[src/design/amt_cfg.svh]
// Timing and reset constants for the pulse timer
`ifndef AMT_CFG_SVH
`define AMT_CFG_SVH

`define AMT_CNT_W       16
`define AMT_PERIOD_CYC  16'h0010
`define AMT_HALF_CYC    16'h0008
`define AMT_PERIOD_LAST 16'h000F
`define AMT_HALF_LAST   16'h0007
`define AMT_CNT_ZERO    16'h0000
`define AMT_CNT_ONE     16'h0001
`define AMT_PIN_W       6
`define AMT_SYNC_RST    6'h22

`endif

[src/design/amt_pkg.sv]
// Types shared by the pulse timer modules
package amt_pkg;

  typedef enum logic [1:0] {
    AMT_IDLE  = 2'b00,
    AMT_RUN   = 2'b01,
    AMT_PULSE = 2'b10
  } amt_state_t;

  typedef struct packed {
    logic master_clear;
    logic re_arm_in;
    logic trig_fall;
    logic trig_rise;
    logic run_en_n;
    logic run_en;
  } amt_pins_t;

  typedef struct packed {
    logic osc_out;
    logic q_n;
    logic q;
  } amt_outs_t;

endpackage : amt_pkg

[src/design/amt_sync_edge.sv]
// Two-flop input synchroniser with edge detection
`timescale 1ns/1ps
`default_nettype none

module amt_sync_edge #(
  parameter int unsigned   W   = 1,
  parameter logic [W-1:0]  RST = '0
) (
  input  wire logic         clk,
  input  wire logic         reset_n,
  input  wire logic [W-1:0] async_in,
  output logic      [W-1:0] level,
  output logic      [W-1:0] rise,
  output logic      [W-1:0] fall
);

  logic [W-1:0] meta;
  logic [W-1:0] stable;
  logic [W-1:0] prev;

  // Only the second stage reads the first
  always_ff @(posedge clk)
  begin
    if (!reset_n)
    begin
      meta   <= RST;
      stable <= RST;
      prev   <= RST;
    end
    else
    begin
      meta   <= async_in;
      stable <= meta;
      prev   <= stable;
    end
  end

  assign level = stable;
  assign rise  = stable & ~prev;
  assign fall  = ~stable & prev;

endmodule : amt_sync_edge

`default_nettype wire

[src/design/amt_timer.sv]
// Astable and one-shot pulse timer core
//
// Contract
// - A high free-run enable keeps the oscillator running with a square wave on q and q_n.
// - A high run_en or a low run_en_n gates the oscillator on for as long as it lasts.
// - In free run osc_out toggles at twice the rate of q, with a duty of one half.
// - q_n is always the inverse of q.
// - With trig_fall low, a rising edge on trig_rise fires a one-shot pulse.
// - With trig_rise high, a falling edge on trig_fall fires a one-shot pulse.
// - The one-shot width is the timing period, whatever the trigger's length.
// - A common rising edge on re_arm_in and trig_rise restarts the active pulse's period.
// - Re-arm edges spaced under one period keep q high without a break.
// - With the divider fed back the gate holds the oscillator for N periods.
// - While master_clear is high no pulse is produced.
// - Raising master_clear ends any pulse in progress at once.
`timescale 1ns/1ps
`default_nettype none
`include "amt_cfg.svh"

module amt_timer
  import amt_pkg::*;
(
  input  wire logic      clk,
  input  wire logic      reset_n,
  input  wire amt_pins_t pins_in,
  output amt_outs_t      outs
);

  logic [`AMT_PIN_W-1:0] lvl_v;
  logic [`AMT_PIN_W-1:0] rise_v;
  logic [`AMT_PIN_W-1:0] fall_v;
  amt_pins_t             lvl;
  amt_pins_t             rise;
  amt_pins_t             fall;
  amt_state_t            state;
  logic [`AMT_CNT_W-1:0] cnt;
  logic                  q;
  logic                  q_n;
  logic                  osc;
  logic                  gate;
  logic                  mclr;
  logic                  rise_trig;
  logic                  fall_trig;
  logic                  fire;
  logic                  retrig;
  logic                  last;
  logic                  half;

  amt_sync_edge #(
    .W   (`AMT_PIN_W),
    .RST (`AMT_SYNC_RST)
  ) u_sync (
    .clk      (clk),
    .reset_n  (reset_n),
    .async_in (pins_in),
    .level    (lvl_v),
    .rise     (rise_v),
    .fall     (fall_v)
  );

  assign lvl  = amt_pins_t'(lvl_v);
  assign rise = amt_pins_t'(rise_v);
  assign fall = amt_pins_t'(fall_v);

  assign mclr      = lvl.master_clear;
  assign gate      = lvl.run_en | ~lvl.run_en_n;
  assign rise_trig = rise.trig_rise & ~lvl.trig_fall;
  assign fall_trig = fall.trig_fall & lvl.trig_rise;
  assign fire      = rise_trig | fall_trig;
  assign retrig    = rise.re_arm_in & rise.trig_rise;
  assign last      = (cnt == `AMT_PERIOD_LAST);
  assign half      = (cnt == `AMT_HALF_LAST);

  // Mode sequencing
  always_ff @(posedge clk)
  begin
    if (!reset_n || mclr)
      state <= AMT_IDLE;
    else
    begin
      case (state)
        AMT_IDLE:
        begin
          if (gate)
            state <= AMT_RUN;
          else if (fire)
            state <= AMT_PULSE;
        end
        AMT_RUN:
        begin
          if (!gate)
            state <= AMT_IDLE;
        end
        AMT_PULSE:
        begin
          if (last && !retrig)
            state <= AMT_IDLE;
        end
        default:
          state <= AMT_IDLE;
      endcase
    end
  end

  // Timing period counter
  always_ff @(posedge clk)
  begin
    if (!reset_n || mclr)
      cnt <= `AMT_CNT_ZERO;
    else
    begin
      case (state)
        AMT_RUN:
        begin
          if (!gate || last)
            cnt <= `AMT_CNT_ZERO;
          else
            cnt <= cnt + `AMT_CNT_ONE;
        end
        AMT_PULSE:
        begin
          if (retrig || last)
            cnt <= `AMT_CNT_ZERO;
          else
            cnt <= cnt + `AMT_CNT_ONE;
        end
        default:
          cnt <= `AMT_CNT_ZERO;
      endcase
    end
  end

  // True and complement outputs
  always_ff @(posedge clk)
  begin
    if (!reset_n || mclr)
    begin
      q   <= 1'b0;
      q_n <= 1'b1;
    end
    else
    begin
      case (state)
        AMT_IDLE:
        begin
          if (!gate && fire)
          begin
            q   <= 1'b1;
            q_n <= 1'b0;
          end
        end
        AMT_RUN:
        begin
          if (!gate)
          begin
            q   <= 1'b0;
            q_n <= 1'b1;
          end
          else if (last)
          begin
            q   <= ~q;
            q_n <= q;
          end
        end
        AMT_PULSE:
        begin
          if (last && !retrig)
          begin
            q   <= 1'b0;
            q_n <= 1'b1;
          end
        end
        default:
        begin
          q   <= 1'b0;
          q_n <= 1'b1;
        end
      endcase
    end
  end

  // Oscillator tap
  always_ff @(posedge clk)
  begin
    if (!reset_n || mclr)
      osc <= 1'b0;
    else
    begin
      case (state)
        AMT_RUN:
        begin
          if (!gate)
            osc <= 1'b0;
          else if (half || last)
            osc <= ~osc;
        end
        AMT_PULSE:
        begin
          if (last && !retrig)
            osc <= 1'b0;
          else if (half || last)
            osc <= ~osc;
        end
        default:
          osc <= 1'b0;
      endcase
    end
  end

  assign outs = {osc, q_n, q};

  a_comp_inverse: assert property (@(posedge clk) disable iff (!reset_n)
    q_n == ~q)
    else $error("q_n not the inverse of q");

  a_free_run_toggle: assert property (@(posedge clk) disable iff (!reset_n)
    (state == AMT_RUN && gate && !mclr && last) |=> (q != $past(q)))
    else $error("free run q did not toggle at period end");

  a_gate_stops_run: assert property (@(posedge clk) disable iff (!reset_n)
    (state == AMT_RUN && !gate && !mclr) |=> (state == AMT_IDLE && !q && !osc))
    else $error("oscillator kept running after gate dropped");

  a_gate_starts_run: assert property (@(posedge clk) disable iff (!reset_n)
    (state == AMT_IDLE && gate && !mclr) |=> (state == AMT_RUN))
    else $error("gate did not start the oscillator");

  a_osc_twice_rate: assert property (@(posedge clk) disable iff (!reset_n)
    (state == AMT_RUN && gate && !mclr && half) |=> (osc != $past(osc) && q == $past(q)))
    else $error("oscillator tap did not toggle mid period");

  a_rise_fires: assert property (@(posedge clk) disable iff (!reset_n)
    (state == AMT_IDLE && !gate && !mclr && rise_trig) |=> (state == AMT_PULSE && q))
    else $error("rising trigger did not fire a pulse");

  a_fall_fires: assert property (@(posedge clk) disable iff (!reset_n)
    (state == AMT_IDLE && !gate && !mclr && fall_trig) |=> (state == AMT_PULSE && q))
    else $error("falling trigger did not fire a pulse");

  a_pulse_width_end: assert property (@(posedge clk) disable iff (!reset_n)
    (state == AMT_PULSE && last && !retrig && !mclr) |=> (!q && state == AMT_IDLE))
    else $error("one-shot did not end at period");

  a_pulse_high: assert property (@(posedge clk) disable iff (!reset_n)
    (state == AMT_PULSE) |-> q)
    else $error("q low during one-shot");

  a_retrig_restart: assert property (@(posedge clk) disable iff (!reset_n)
    (state == AMT_PULSE && retrig && !mclr) |=> (cnt == `AMT_CNT_ZERO && q))
    else $error("re-arm did not restart the period");

  a_clear_kills: assert property (@(posedge clk) disable iff (!reset_n)
    mclr |=> (!q && !osc && state == AMT_IDLE))
    else $error("master clear did not end output");

  a_count_bound: assert property (@(posedge clk) disable iff (!reset_n)
    cnt < `AMT_PERIOD_CYC)
    else $error("period counter out of range");

endmodule : amt_timer

`default_nettype wire

[config.mk]
export PLATFORM = sky130hd
export DESIGN_NAME = amt_timer
export DESIGN_NICKNAME = d
export VERILOG_FILES = /design/src/design/amt_pkg.sv /design/src/design/amt_sync_edge.sv /design/src/design/amt_timer.sv
export VERILOG_INCLUDE_DIRS = /design/src /design/src/design
export SDC_FILE = /design/constraint.sdc
export NUM_CORES = 1
export LEC_CHECK = 0
export ABC_AREA = 1
export BUFFER_PORTS_ARGS = -buffer_cell sky130_fd_sc_hd__clkbuf_2
export CORE_ASPECT_RATIO = 0.5
export CORE_MARGIN = 4
export CORE_UTILIZATION = 58
export CTS_CLUSTER_DIAMETER = 30
export CTS_CLUSTER_SIZE = 10
export DETAILED_ROUTE_END_ITERATION = 8
export PLACE_DENSITY = 0.77
export SYNTH_ARGS = -nofsm -noshare
export SYNTH_HDL_FRONTEND = slang
export SYNTH_SLANG_ARGS = --single-unit
[constraint.sdc]
create_clock -name clk -period 1.53 [get_ports clk]
set_input_delay 0.0765 -clock clk [delete_from_list [all_inputs] [get_ports clk]]
set_output_delay 0.0765 -clock clk [all_outputs]
set_load 0.005 [all_outputs]
# Word level (Yosys, flattened, before mapping)
# Index checks and enable logic that the tools add are counted.
[classes]
n_bitwise = 13
n_eq_ne = 9
div_mod_pow = 0
n_lt_le_gt_ge = 0
n_reduce_logical = 12
mux = 22
shift = 0
addsub = 1
multipliers = 0
[ops]
columns = ["cell", "count"]
rows = [
  ["2-to-1 mux 16 bit", 2],
  ["one-hot mux 16 bit (2 select lines)", 1],
  ["adder 16 x 1 -> 16 bit (second input constant)", 1],
  ["equality test 16 x 3 -> 1 bit (second input constant)", 1],
  ["equality test 16 x 4 -> 1 bit (second input constant)", 1],
  ["2-to-1 mux 1 bit", 11],
  ["2-to-1 mux 2 bit", 4],
  ["inequality test 2 bit (second input constant)", 3],
  ["inequality test 3 bit (second input constant)", 2],
  ["one-hot mux 1 bit (3 select lines)", 2],
  ["one-hot mux 2 bit (3 select lines)", 1],
  ["AND reduction 3 bit", 2],
  ["bitwise AND 5 bit", 1],
  ["NOT 5 bit", 1],
  ["bitwise AND 4 bit", 1],
  ["logical OR 1 bit", 4],
  ["NOT 1 bit", 4],
  ["NOT 4 bit", 1],
  ["bitwise AND 1 bit", 3],
  ["logical NOT 1 bit", 3],
  ["equality test 2 x 1 -> 1 bit (second input constant)", 1],
  ["equality test 2 bit (second input constant)", 1],
  ["logical AND 1 bit", 2],
  ["logical NOT 2 bit", 1],
  ["2 further kinds", 3],
]
[word_totals]
romBits = 0
wordCells = 65
latchBits = 0
ram_bits = 0
n_memories = 0
out_inout_bits = 3
in_bits = 8
regBits = 38

# Depth between registers and ports, before layout
# Gate-level depths: netlist of run 1.
[logic_depth]
depth_word = 7
ltp_mapped = 9
ltp_nobuf = 9

# By module
# From an unflattened synthesis of run 1, not the netlist that was laid out.
[hier_totals]
hier_cells = 252
hier_area_um2 = 1845.5
[modules_own_cells]
columns = ["mod", "seq_area_each_um2", "n_inst", "area_per_inst_um2", "cells_per_inst"]
rows = [
  ["amt_timer", 420.4, 1, 1226.2, 174],
  ["amt_sync_edge", 360.3, 1, 619.3, 78],
]

# Worst setup path before layout of run 1
# No wires, ideal clock.
[synth_path]
path_kind = "reg-to-reg"
from = "register cnt[0]"
to = "register cnt[12]"
t_required_ps = 1415
period_less_slack_ps = 1364
setup_ps = 115
path_slack_ps = 166
n_path_buf = 0
arrival_time_ps = 1249
stages_incl_launch_ff = 10
path_cell_list = "dfxtp_1 -> ha_1 -> nand2_1 -> nor2_1 -> nand3_1 -> nor2_2 -> nand3_1 -> nor2_1 -> nor2_1 -> o21a_1"
[synth_via]
elab_chain_len = 4
word_cells_on_any_way = 7
cone_classes = "add/sub: 1; eq/ne: 1; mux: 3; reduce/logical: 2"
[synth_lines]
columns = ["item", "line", "rtl"]
rows = [
  ["start: declaration", "amt_timer.sv:36", "logic [`AMT_CNT_W-1:0] cnt;"],
  ["start signal: assignment", "amt_timer.sv:109", "cnt <= `AMT_CNT_ZERO;"],
  ["start signal: assignment", "amt_timer.sv:116", "cnt <= `AMT_CNT_ZERO;"],
  ["start signal: assignment", "amt_timer.sv:118", "cnt <= cnt + `AMT_CNT_ONE;"],
  ["parallel branches: the longest is 3 deep, another holds adder 16 x 1 -> 16 bit", "-", ""],
  ["one-hot mux 16 bit (2 select lines) (*)", "amt_timer.sv:112", "case (state)"],
]
# Every way passes the cells marked *.
# A chain may end at the register's enable or synchronous reset.

# Worst setup path after layout of run 1
[layout_path]
from = "register cnt[1]"
to = "register cnt[10]"
# The elaborated chain is that of the path after synthesis.

==> impl_metrics.env, run 1 <==
export IMPL_grt_max_degree=17
export IMPL_crit_slowest_cell="dfxtp_2"
export IMPL_critical_path_arrival_ns=1.67
export IMPL_yosysUniqueCellTypes=27
export IMPL_slew_headroom_pct=78.4
export IMPL_comb_power_share_pct=3.3
export IMPL_synthFlopType="dfxtp_1"
export IMPL_synthCells=215
export IMPL_grtUsageTotal_pct=18.3
export IMPL_vias=1415
export IMPL_ys_seq_elements=36
export IMPL_slew_viol_final=0
export IMPL_hold_path_class="in -> reg"
export IMPL_stdcell_area_um2=2020
export IMPL_syn_area_per_cell_um2=7.57
export IMPL_cts_root_buf="clkbuf_8"
export IMPL_row_count=13
export IMPL_synthArstFlopShare_pct=0
export IMPL_synth_edff_count=0
export IMPL_path_cells="ha_4, nand2_2, nor2_2, nand3_2, nor2_4, nand2_4, nor2_1, nor2_1, o21a_1"
export IMPL_numCtsBuffers=5
export IMPL_grt_pass1_vias=1203
export IMPL_crit_path_start_kind="flip-flop"
export IMPL_max_freq_mhz=675
export IMPL_drc=0
export IMPL_synthesis_nets=227
export IMPL_layoutNonFillerInstCount=284
export IMPL_post_synth_top_count_cell="nand2_1"
export IMPL_drv_cap=0
export IMPL_internal_power_mw=1.47
export IMPL_switching_share_pct=21.1
export IMPL_area_growth_pct=24.5
export IMPL_cts_clk_slew_worst_paths_ns=0.08
export IMPL_fin_crit_sh_pct=96.8
export IMPL_power_leakage_nw=0.906
export IMPL_die_h_um=45.4
export IMPL_antenna_found_initial=0
export IMPL_final_nets=258
export IMPL_drt_iter0_markers=97
export IMPL_clock_skew_ns=0.00628
export IMPL_cp_end_kind="flip-flop"
export IMPL_grt_pass1_wl_mm=5.26
export IMPL_cts_buffer_depth=2
export IMPL_antenna_left=0
export IMPL_finalCriticalPeriod_ns=1.48
export IMPL_synth_area_um2=1630
export IMPL_synthTopCellsByCount="40 x nand2_1, 36 x dfxtp_1, 32 x inv_1"
export IMPL_io_buffers=10
export IMPL_htree_levels=2
export IMPL_yosys_area_top_type_share_pct=44.3
export IMPL_yosys_area_top_type="dfxtp_1"
export IMPL_io_pins=11
export IMPL_pre_cts_ws_ns=-0.0221
export IMPL_path_common_cell="nor2_1"
export IMPL_viasPerCell=4.98
export IMPL_required_ns=1.72
export IMPL_synthTopCellsByArea="dfxtp_1 44%, nand2_1 9.2%, inv_1 7.4%, nor2_1 7.2%, nand3_1 3.7%"
export IMPL_drt_total_wl_mm=3.32
export IMPL_p_seq_share_pct=51.6
export IMPL_setup_viol=0
export IMPL_grt_ovfl_total=0
export IMPL_dp_hpwl_mm=2.00
export IMPL_yosys_warnings=0
export IMPL_clock_sink_count=36
export IMPL_first_pass_iters=4
export IMPL_power_density_nw_per_um2=920
export IMPL_gp_congestion=0.892
export IMPL_hold_violations=0
export IMPL_worst_path_largest_cell_delay_ns=0.36
export IMPL_cts_tree="built"
export IMPL_clkLatencyLatePin_ns=0.29
export IMPL_path_class="reg -> reg"
export IMPL_die_width_um=82.9
export IMPL_drive_gt1_share_pct=26.7
export IMPL_cp_max_fo=5
export IMPL_netSwitchingPower_uw=394
export IMPL_design_core_area_um2=2640
export IMPL_power_frac_clock_pct=45.1
export IMPL_worst_pin_slew_ns=0.320
export IMPL_die_area_um2=3770
export IMPL_n_antenna_cell=0
export IMPL_peakVddDrop_v=0.000844
export IMPL_dp_cells=259
export IMPL_wl_per_cell_um=11.7
export IMPL_n_fill_cell=179
export IMPL_place_area_um2=1700
export IMPL_seq_area_frac_synth_pct=44.3
export IMPL_finalWorstSetupSlack_ns=0.0496
export IMPL_totalPowerFinal_mw=1.86
export IMPL_setup_tns_final_ns=0
export IMPL_outcome="finished, final reports clean"
export IMPL_initial_utilization_pct=61.7
worst max-delay path: cells and delay by family, from the launching register on:
kind	cells	cell delay [ns]
adder cells (fa/ha/maj)	1	0.15
AO/OA/AOI/OAI	1	0.10
AND/OR/NAND/NOR	7	0.77
flip-flops	1	0.36
layout make-up:
class	instances	area, um2	share of cell area, %
well taps	37	46.3	2.29
inverters	36	135	6.67
repair buffers	28	200	9.89
multi-input cells	139	808	39.9
clock inverters	3	42.5	2.10
clock buffers	5	68.8	3.40
flip-flops and latches	36	723	35.7
cells by family (layout without fill, tap and decap cells):
| family | count (synthesis) | in the layout | synth area share (%) |
|---|---|---|---|
| buffers and inverters | 41 | 72 | 10.6 |
| adders and majority gates | 4 | 4 | 3.08 |
| and+or+nand+nor | 118 | 119 | 35.5 |
| DFF | 36 | 36 | 44.3 |
| xor gates and xnor gates | 5 | 5 | 2.69 |
| AOI/OAI and AO/OA | 11 | 11 | 3.85 |
repair_timing:
item | 4_1_cts | 5_1_grt
cloned | 0 | 1
pin swaps | 1 | 5
hold buffers | 6 | 0
resized for setup | 3 | 14
hold endpoints to repair | 6 | 0
buffers inserted | 3 | 7
setup endpoints to repair | 2 | 12
registers in the layout (all words and copies together) (netlist names):
signal and cells:
q 1, q_n 1, state 2, u_sync.prev 3, osc 1, cnt 16, u_sync.level 6, u_sync.meta 6
power by group through the flow:
stage / Clock, mW / Combinational, mW / Sequential [mW]
final: 0.840 / 0.0623 / 0.960
after global routing: 0.903 / 0.0724 / 0.961
after CTS: 0.848 / 0.0604 / 0.960
after detailed placement: 0 / 0.0486 / 0.982
after global placement: 0 / 0.0468 / 0.981
after floorplan: 0 / 0.0347 / 0.980
metal layers:
layer  wire length, um  GRT usage [%]  vias to the layer above
met3               221           8.84                        6
met5                 0              0                        -
met4                40           4.89                        0
li1                  -              -                      730
met1              1500           20.8                      635
met2              1560           31.7                       44
placed cells by master, fill, tap and decap left out:
| master | Yosys | final |
|---|---|---|
| nand2_1 | 40 | 38 |
| dfxtp_1 | 36 | 34 |
| inv_1 | 32 | 32 |
| nor2_1 | 31 | 27 |
| buf_4 | 3 | 12 |
| nand3_1 | 12 | 10 |
| clkbuf_2 | 0 | 10 |
| nor2_2 | 6 | 8 |
| nand4_1 | 7 | 7 |
| a21oi_1 | 6 | 6 |
| dlygate4sd3_1 | 0 | 6 |
| or2_2 | 5 | 5 |
| nor3_1 | 6 | 5 |
| clkbuf_8 | 0 | 5 |
| inv_2 | 4 | 4 |
| nand3_2 | 2 | 4 |
| nand2_2 | 2 | 3 |
| nor3_2 | 2 | 3 |
| xor2_1 | 3 | 3 |
| ha_1 | 4 | 3 |
| nor2_4 | 0 | 2 |
| nand3_4 | 1 | 2 |
| nand3b_1 | 2 | 2 |
| a31oi_1 | 2 | 2 |
| o21a_1 | 2 | 2 |
| xnor2_1 | 2 | 2 |
| dfxtp_2 | 0 | 2 |
| nor3_4 | 1 | 1 |
| or2_1 | 1 | 1 |
| nand2_4 | 0 | 1 |
| o21ai_0 | 1 | 1 |
| ha_4 | 0 | 1 |
| clkinv_2 | 0 | 1 |
| clkinvlp_4 | 0 | 1 |
| bufinv_16 | 0 | 1 |
stage by stage:
stage          utilization [%]  hold slack (ns)
6_report                  76.8            0.132
5_1_grt                   76.8            0.139
4_1_cts                   72.2            0.121
3_5_place_dp              64.5            0.264
3_3_place_gp              64.5            0.256
2_1_floorplan                -            0.174
worst paths after layout:
check / from / end / slack [ns] / depth (start not counted)
max: cnt[1]$_SDFF_PP0_ / cnt[10]$_SDFF_PP0_ / 0.05 / 9
min: reset_n / u_sync.prev[3]$_SDFF_PN0_ / 0.13 / 3
max reg2reg: cnt[1]$_SDFF_PP0_ / cnt[10]$_SDFF_PP0_ / 0.05 / 9
min reg2reg: u_sync.meta[1]$_SDFF_PN1_ / u_sync.level[1]$_SDFF_PN1_ / 0.41 / 1
Power figures use the tool's default switching activity.
==> inputs of run 2 (changes only) <==
--- a/config.mk
+++ b/config.mk
@@ -15,6 +15,7 @@
 export CTS_CLUSTER_SIZE = 10
 export DETAILED_ROUTE_END_ITERATION = 8
 export PLACE_DENSITY = 0.77
+export RECOVER_POWER = 50
 export SYNTH_ARGS = -nofsm -noshare
 export SYNTH_HDL_FRONTEND = slang
 export SYNTH_SLANG_ARGS = --single-unit
==> run 2 against run 1 <==
  * Critical endpoint unchanged
  * Register-to-register slack is essentially flat
  * Worst setup slack lost 0.0041 ns
  * Global-route usage is the same
  * Count of clock-buffer cells in the layout is the same
  * Largest cell class unchanged
  * Total power shrank 0.20%
  * Die area is the same
  * Critical path depth is the same
  * Clock power shrank 0.5%
  * First-iteration DRC count shrank 1.0%
==> impl_metrics.env, run 2 (synthesis results as in run 1) <==
export IMPL_first_pass_iters=4
export IMPL_row_count=13
export IMPL_mostFrequentLayoutCell="nand2_1"
export IMPL_power_frac_clock_pct=45.0
export IMPL_io_buffers=10
export IMPL_power_leakage_nw=0.903
export IMPL_cp_end_kind="flip-flop"
export IMPL_drv_cap=0
export IMPL_drive_gt1_share_pct=26.3
export IMPL_drt_total_wl_mm=3.32
export IMPL_netSwitchingPower_uw=390
export IMPL_clock_sink_count=36
export IMPL_critical_path_arrival_ns=1.67
export IMPL_wl_per_cell_um=11.7
export IMPL_antenna_found_initial=0
export IMPL_grt_pass1_wl_mm=5.26
export IMPL_cp_max_fo=5
export IMPL_fin_hold_ws_ns=0.135
export IMPL_cts_tree="built"
export IMPL_viasPerCell=4.99
export IMPL_fin_crit_sh_pct=97.0
export IMPL_crit_path_start_kind="flip-flop"
export IMPL_design_core_area_um2=2640
export IMPL_required_ns=1.71
export IMPL_die_h_um=45.4
export IMPL_grtUsageTotal_pct=18.3
export IMPL_drt_iter0_markers=96
export IMPL_path_class="reg -> reg"
export IMPL_max_freq_mhz=674
export IMPL_n_antenna_cell=0
export IMPL_dp_hpwl_mm=2.00
export IMPL_mostFrequentLayoutCells="38 x nand2_1, 34 x dfxtp_1, 32 x inv_1"
export IMPL_io_pins=11
export IMPL_slew_viol_final=0
export IMPL_worst_pin_slew_ns=0.320
export IMPL_gp_congestion=0.892
export IMPL_drc=0
export IMPL_initial_utilization_pct=61.7
export IMPL_cts_clk_slew_worst_paths_ns=0.08
export IMPL_clkLatencyLatePin_ns=0.29
export IMPL_grt_ovfl_total=0
export IMPL_area_growth_pct=24.4
export IMPL_p_seq_share_pct=51.7
export IMPL_peakVddDrop_v=0.000844
export IMPL_setup_tns_final_ns=0
export IMPL_cts_buffer_depth=2
export IMPL_grt_max_degree=17
export IMPL_numCtsBuffers=5
export IMPL_hold_violations=0
export IMPL_grt_pass1_vias=1203
export IMPL_comb_power_share_pct=3.4
export IMPL_die_area_um2=3770
export IMPL_final_nets=258
export IMPL_fin_util_pct=76.8
export IMPL_place_area_um2=1700
export IMPL_outcome="finished, final reports clean"
export IMPL_finalCriticalPeriod_ns=1.48
export IMPL_internal_power_mw=1.47
export IMPL_clock_skew_ns=0.00629
export IMPL_stdcell_area_um2=2020
export IMPL_antenna_left=0
export IMPL_vias=1418
export IMPL_regMostFlops="cnt"
export IMPL_cts_root_buf="clkbuf_8"
export IMPL_die_width_um=82.9
export IMPL_setup_viol=0
export IMPL_slew_headroom_pct=78.4
export IMPL_hold_path_class="in -> reg"
export IMPL_htree_levels=2
export IMPL_switching_share_pct=21.0
export IMPL_power_density_nw_per_um2=918
export IMPL_largest_reg_flops=16
## run 2: worst paths after layout
check	start	endpoint	slack [ns]	depth (start not counted)
min	reset_n	u_sync.prev[3]$_SDFF_PN0_	0.14	3
max	cnt[1]$_SDFF_PP0_	cnt[10]$_SDFF_PP0_	0.05	9
min reg2reg	u_sync.meta[1]$_SDFF_PN1_	u_sync.level[1]$_SDFF_PN1_	0.41	1
max reg2reg	cnt[1]$_SDFF_PP0_	cnt[10]$_SDFF_PP0_	0.05	9
## run 2: what timing repair did
action,4_1_cts,5_1_grt
setup buffers,3,7
endpoints found under the hold margin,6,0
setup endpoints to repair,2,12
cloned,0,1
pin swaps,1,5
resized for setup,3,14
hold buffers,6,0
## run 2: cell type report
cell class / instances / area [um2]
Clock buffer: 5 / 68.8
Fill cell: 178 / 612
Timing Repair Buffer: 28 / 199
Inverter: 36 / 135
Multi-Input combinational cell: 139 / 808
Sequential cell: 36 / 723
Clock inverter: 3 / 42.5
Tap cell: 37 / 46.3
## run 2: routing by layer
metal	share of wire [%]	wire, um	track usage [%]	vias up
li1	-	-	-	730
met1	45	1510	20.8	636
met2	47	1560	31.7	46
met3	6.4	214	8.84	6
met4	0.99	33	4.89	0
met5	0	0	0	-
## run 2: power by group through the flow
| stage | clock [mW] | sequential, mW | combinational, mW |
|---|---|---|---|
| 3_3_place_gp | 0 | 0.981 | 0.0468 |
| 6_report | 0.836 | 0.960 | 0.0623 |
| 5_1_grt | 0.903 | 0.961 | 0.0724 |
| 2_1_floorplan | 0 | 0.980 | 0.0347 |
| 3_5_place_dp | 0 | 0.982 | 0.0486 |
| 4_1_cts | 0.848 | 0.960 | 0.0604 |
## run 2: stage by stage
step | total power, mW | instances | setup WS [ns]
final | 1.86 | 284 | 0.0454
after global routing | 1.94 | 284 | -0.0359
after detailed placement | 1.03 | 259 | -0.0221
after floorplan | 1.01 | 215 | 0.166
after CTS | 1.87 | 276 | 0.00237
after global placement | 1.03 | 259 | 0.0537
## run 2: critical path: stages, from the launching register on
cell and delay [ns]:
dfxtp_2 0.36, ha_4 0.15, nand2_2 0.08, nor2_2 0.14, nand3_2 0.11, nor2_4 0.16
nand2_4 0.09, nor2_1 0.13, nor2_1 0.06, o21a_1 0.10
==> inputs of run 3 (changes only) <==
--- a/config.mk
+++ b/config.mk
@@ -10,11 +10,9 @@
 export BUFFER_PORTS_ARGS = -buffer_cell sky130_fd_sc_hd__clkbuf_2
 export CORE_ASPECT_RATIO = 0.5
 export CORE_MARGIN = 4
-export CORE_UTILIZATION = 58
-export CTS_CLUSTER_DIAMETER = 30
+export CORE_UTILIZATION = 42
 export CTS_CLUSTER_SIZE = 10
 export DETAILED_ROUTE_END_ITERATION = 8
-export PLACE_DENSITY = 0.77
 export RECOVER_POWER = 50
 export SYNTH_ARGS = -nofsm -noshare
 export SYNTH_HDL_FRONTEND = slang
==> run 3 against run 2 <==
  * Maximum frequency rose by 1.7%
  * Worst setup slack improved by 0.025 ns
  * Final area fell by 3.9%
  * Clock skew fell by 0.0027 ns
  * Highest routed layer unchanged
  * Worst hold slack got worse by 0.055 ns
  * Sequential power barely moved
  * Core utilization fell by 23 points
  * Global-route usage fell by 5.3 points
  * First-iteration DRC count fell by 14%
  * Cell count rose by 3.5%
  * Largest power group unchanged
==> impl_metrics.env, run 3 (synthesis results as in run 1) <==
export IMPL_path_class="reg -> reg"
export IMPL_finalWorstSetupSlack_ns=0.0708
export IMPL_dp_hpwl_mm=2.00
export IMPL_grt_ovfl_total=0
export IMPL_place_area_um2=1730
export IMPL_first_pass_iters=4
export IMPL_wl_per_cell_um=9.69
export IMPL_wl_met1_mm=1.49
export IMPL_vias=1351
export IMPL_htree_levels=2
export IMPL_die_h_um=52.0
export IMPL_totalPowerFinal_mw=1.72
export IMPL_cts_buffer_depth=2
export IMPL_mostFrequentLayoutCell="nand2_1"
export IMPL_die_width_um=96.0
export IMPL_area_growth_pct=19.5
export IMPL_max_freq_mhz=685
export IMPL_power_density_nw_per_um2=886
export IMPL_worstHoldStart="reset_n"
export IMPL_worstReg2RegEnd="cnt[6]$_SDFF_PP0_"
export IMPL_regMostFlops="cnt"
export IMPL_peakVddDrop_v=0.000634
export IMPL_drc=0
export IMPL_wl_met3_um=109
export IMPL_crit_path_start_kind="flip-flop"
export IMPL_clock_skew_ns=0.00361
export IMPL_initial_utilization_pct=45.4
export IMPL_grt_pass1_wl_mm=4.96
export IMPL_clock_sink_count=36
export IMPL_mostFrequentLayoutCells="39 x nand2_1, 35 x dfxtp_1, 32 x inv_1"
export IMPL_worst_path_largest_cell_delay_ns=0.36
export IMPL_row_count=15
export IMPL_route_met2_wl_mm=1.22
export IMPL_slew_headroom_pct=76.8
export IMPL_hold_path_class="in -> reg"
export IMPL_crit_family="simple AND/OR/NAND/NOR gates"
export IMPL_worst_pin_slew_ns=0.344
export IMPL_stdcell_area_um2=1940
export IMPL_crit_slowest_cell="dfxtp_1"
export IMPL_cts_clk_slew_worst_paths_ns=0.07
export IMPL_outcome="finished, final reports clean"
export IMPL_n_fill_cell=341
export IMPL_required_ns=1.75
export IMPL_final_nets=254
export IMPL_path_common_cell="inv_1"
export IMPL_setup_viol=0
export IMPL_gp_congestion=0.860
export IMPL_holdPathStages=3
export IMPL_cts_tree="built"
export IMPL_layoutNonFillerInstCount=294
export IMPL_r2r_cells=7
export IMPL_n_antenna_cell=0
export IMPL_io_pins=11
export IMPL_io_buffers=10
export IMPL_fin_crit_sh_pct=95.4
export IMPL_design_core_area_um2=3580
export IMPL_top_layer="met4"
export IMPL_hold_violations=0
export IMPL_numCtsBuffers=5
export IMPL_fin_util_pct=54.2
export IMPL_critical_path_arrival_ns=1.68
export IMPL_cp_max_fo=16
export IMPL_cts_root_buf="clkbuf_8"
export IMPL_grt_max_degree=17
export IMPL_critPathBufInv=3
export IMPL_drt_total_wl_mm=2.85
export IMPL_finalCriticalPeriod_ns=1.46
export IMPL_grtUsageTotal_pct=12.9
export IMPL_antenna_left=0
export IMPL_min_to="u_sync.level[5]$_SDFF_PN1_"
export IMPL_rrSetupSlack_ns=0.07
export IMPL_slew_viol_final=0
export IMPL_dp_cells=275
export IMPL_antenna_found_initial=0
export IMPL_clkLatencyLatePin_ns=0.29
export IMPL_grt_pass1_vias=1155
export IMPL_rsz0062_at_grt="true"
export IMPL_viasPerCell=4.60
export IMPL_largest_reg_flops=16
export IMPL_drv_cap=0
export IMPL_drt_iter0_markers=83
export IMPL_path_cells="inv_1, ha_1, inv_1, nor2_2, nand3_4, buf_4, nor3_2"
export IMPL_cp_end_kind="flip-flop"
export IMPL_power_leakage_nw=0.863
export IMPL_drive_gt1_share_pct=22.2
export IMPL_die_area_um2=4990
export IMPL_r2r_start="state[1]$_SDFFE_PP0P_"
export IMPL_pre_cts_ws_ns=0.0615
run 3: worst max path at each step:
| stage | from | endpoint | depth (start not counted) |
|---|---|---|---|
| 2_1_floorplan | cnt[0]$_SDFF_PP0_ | cnt[12]$_SDFF_PP0_ | 9 |
| 3_3_place_gp | cnt[1]$_SDFF_PP0_ | cnt[10]$_SDFF_PP0_ | 9 |
| 3_5_place_dp | cnt[1]$_SDFF_PP0_ | cnt[12]$_SDFF_PP0_ | 9 |
| 4_1_cts | cnt[1]$_SDFF_PP0_ | cnt[12]$_SDFF_PP0_ | 9 |
| 5_1_grt | cnt[0]$_SDFF_PP0_ | cnt[10]$_SDFF_PP0_ | 9 |
| 6_report | state[1]$_SDFFE_PP0P_ | cnt[6]$_SDFF_PP0_ | 7 |
run 3: tightest hold or removal path: stages:
cell and delay, ns:
clkbuf_2 0.09, inv_2 0.07, or2_2 0.10
run 3: metrics by stage:
| stage | setup TNS, ns | hold slack, ns |
|---|---|---|
| 5_1_grt | -0.0906 | 0.0993 |
| 6_report | 0 | 0.0800 |
| 3_3_place_gp | 0 | 0.257 |
| 3_5_place_dp | 0 | 0.262 |
| 4_1_cts | 0 | 0.0769 |
| 2_1_floorplan | 0 | 0.174 |
run 3: what timing repair did:
item                       4_1_cts  5_1_grt
setup buffers                    0        5
setup endpoints to repair        0       10
hold endpoints to repair         6        0
hold buffers                     6        0
resized for setup                0        7
run 3: final cells by class:
cell class	instances	area [um2]	area share, %
clock buffers	7	86.3	4.44
clock inverters	1	7.51	0.386
inverters	36	135	6.95
multi-input cells	138	753	38.7
flip-flops and latches	36	722	37.1
well taps	51	63.8	3.28
repair buffers	25	176	9.07
run 3: power breakdown:
group,internal (mW),switching (mW)
sequential,0.954,0.00560
clock,0.366,0.335
combinational,0.0339,0.0287
total,1.35,0.370
run 3: layer usage:
layer  up-vias  track usage [%]
li1        724                -
met1       597             17.4
met2        26             18.7
met3         4             4.34
met4         0             5.66
met5         -                0
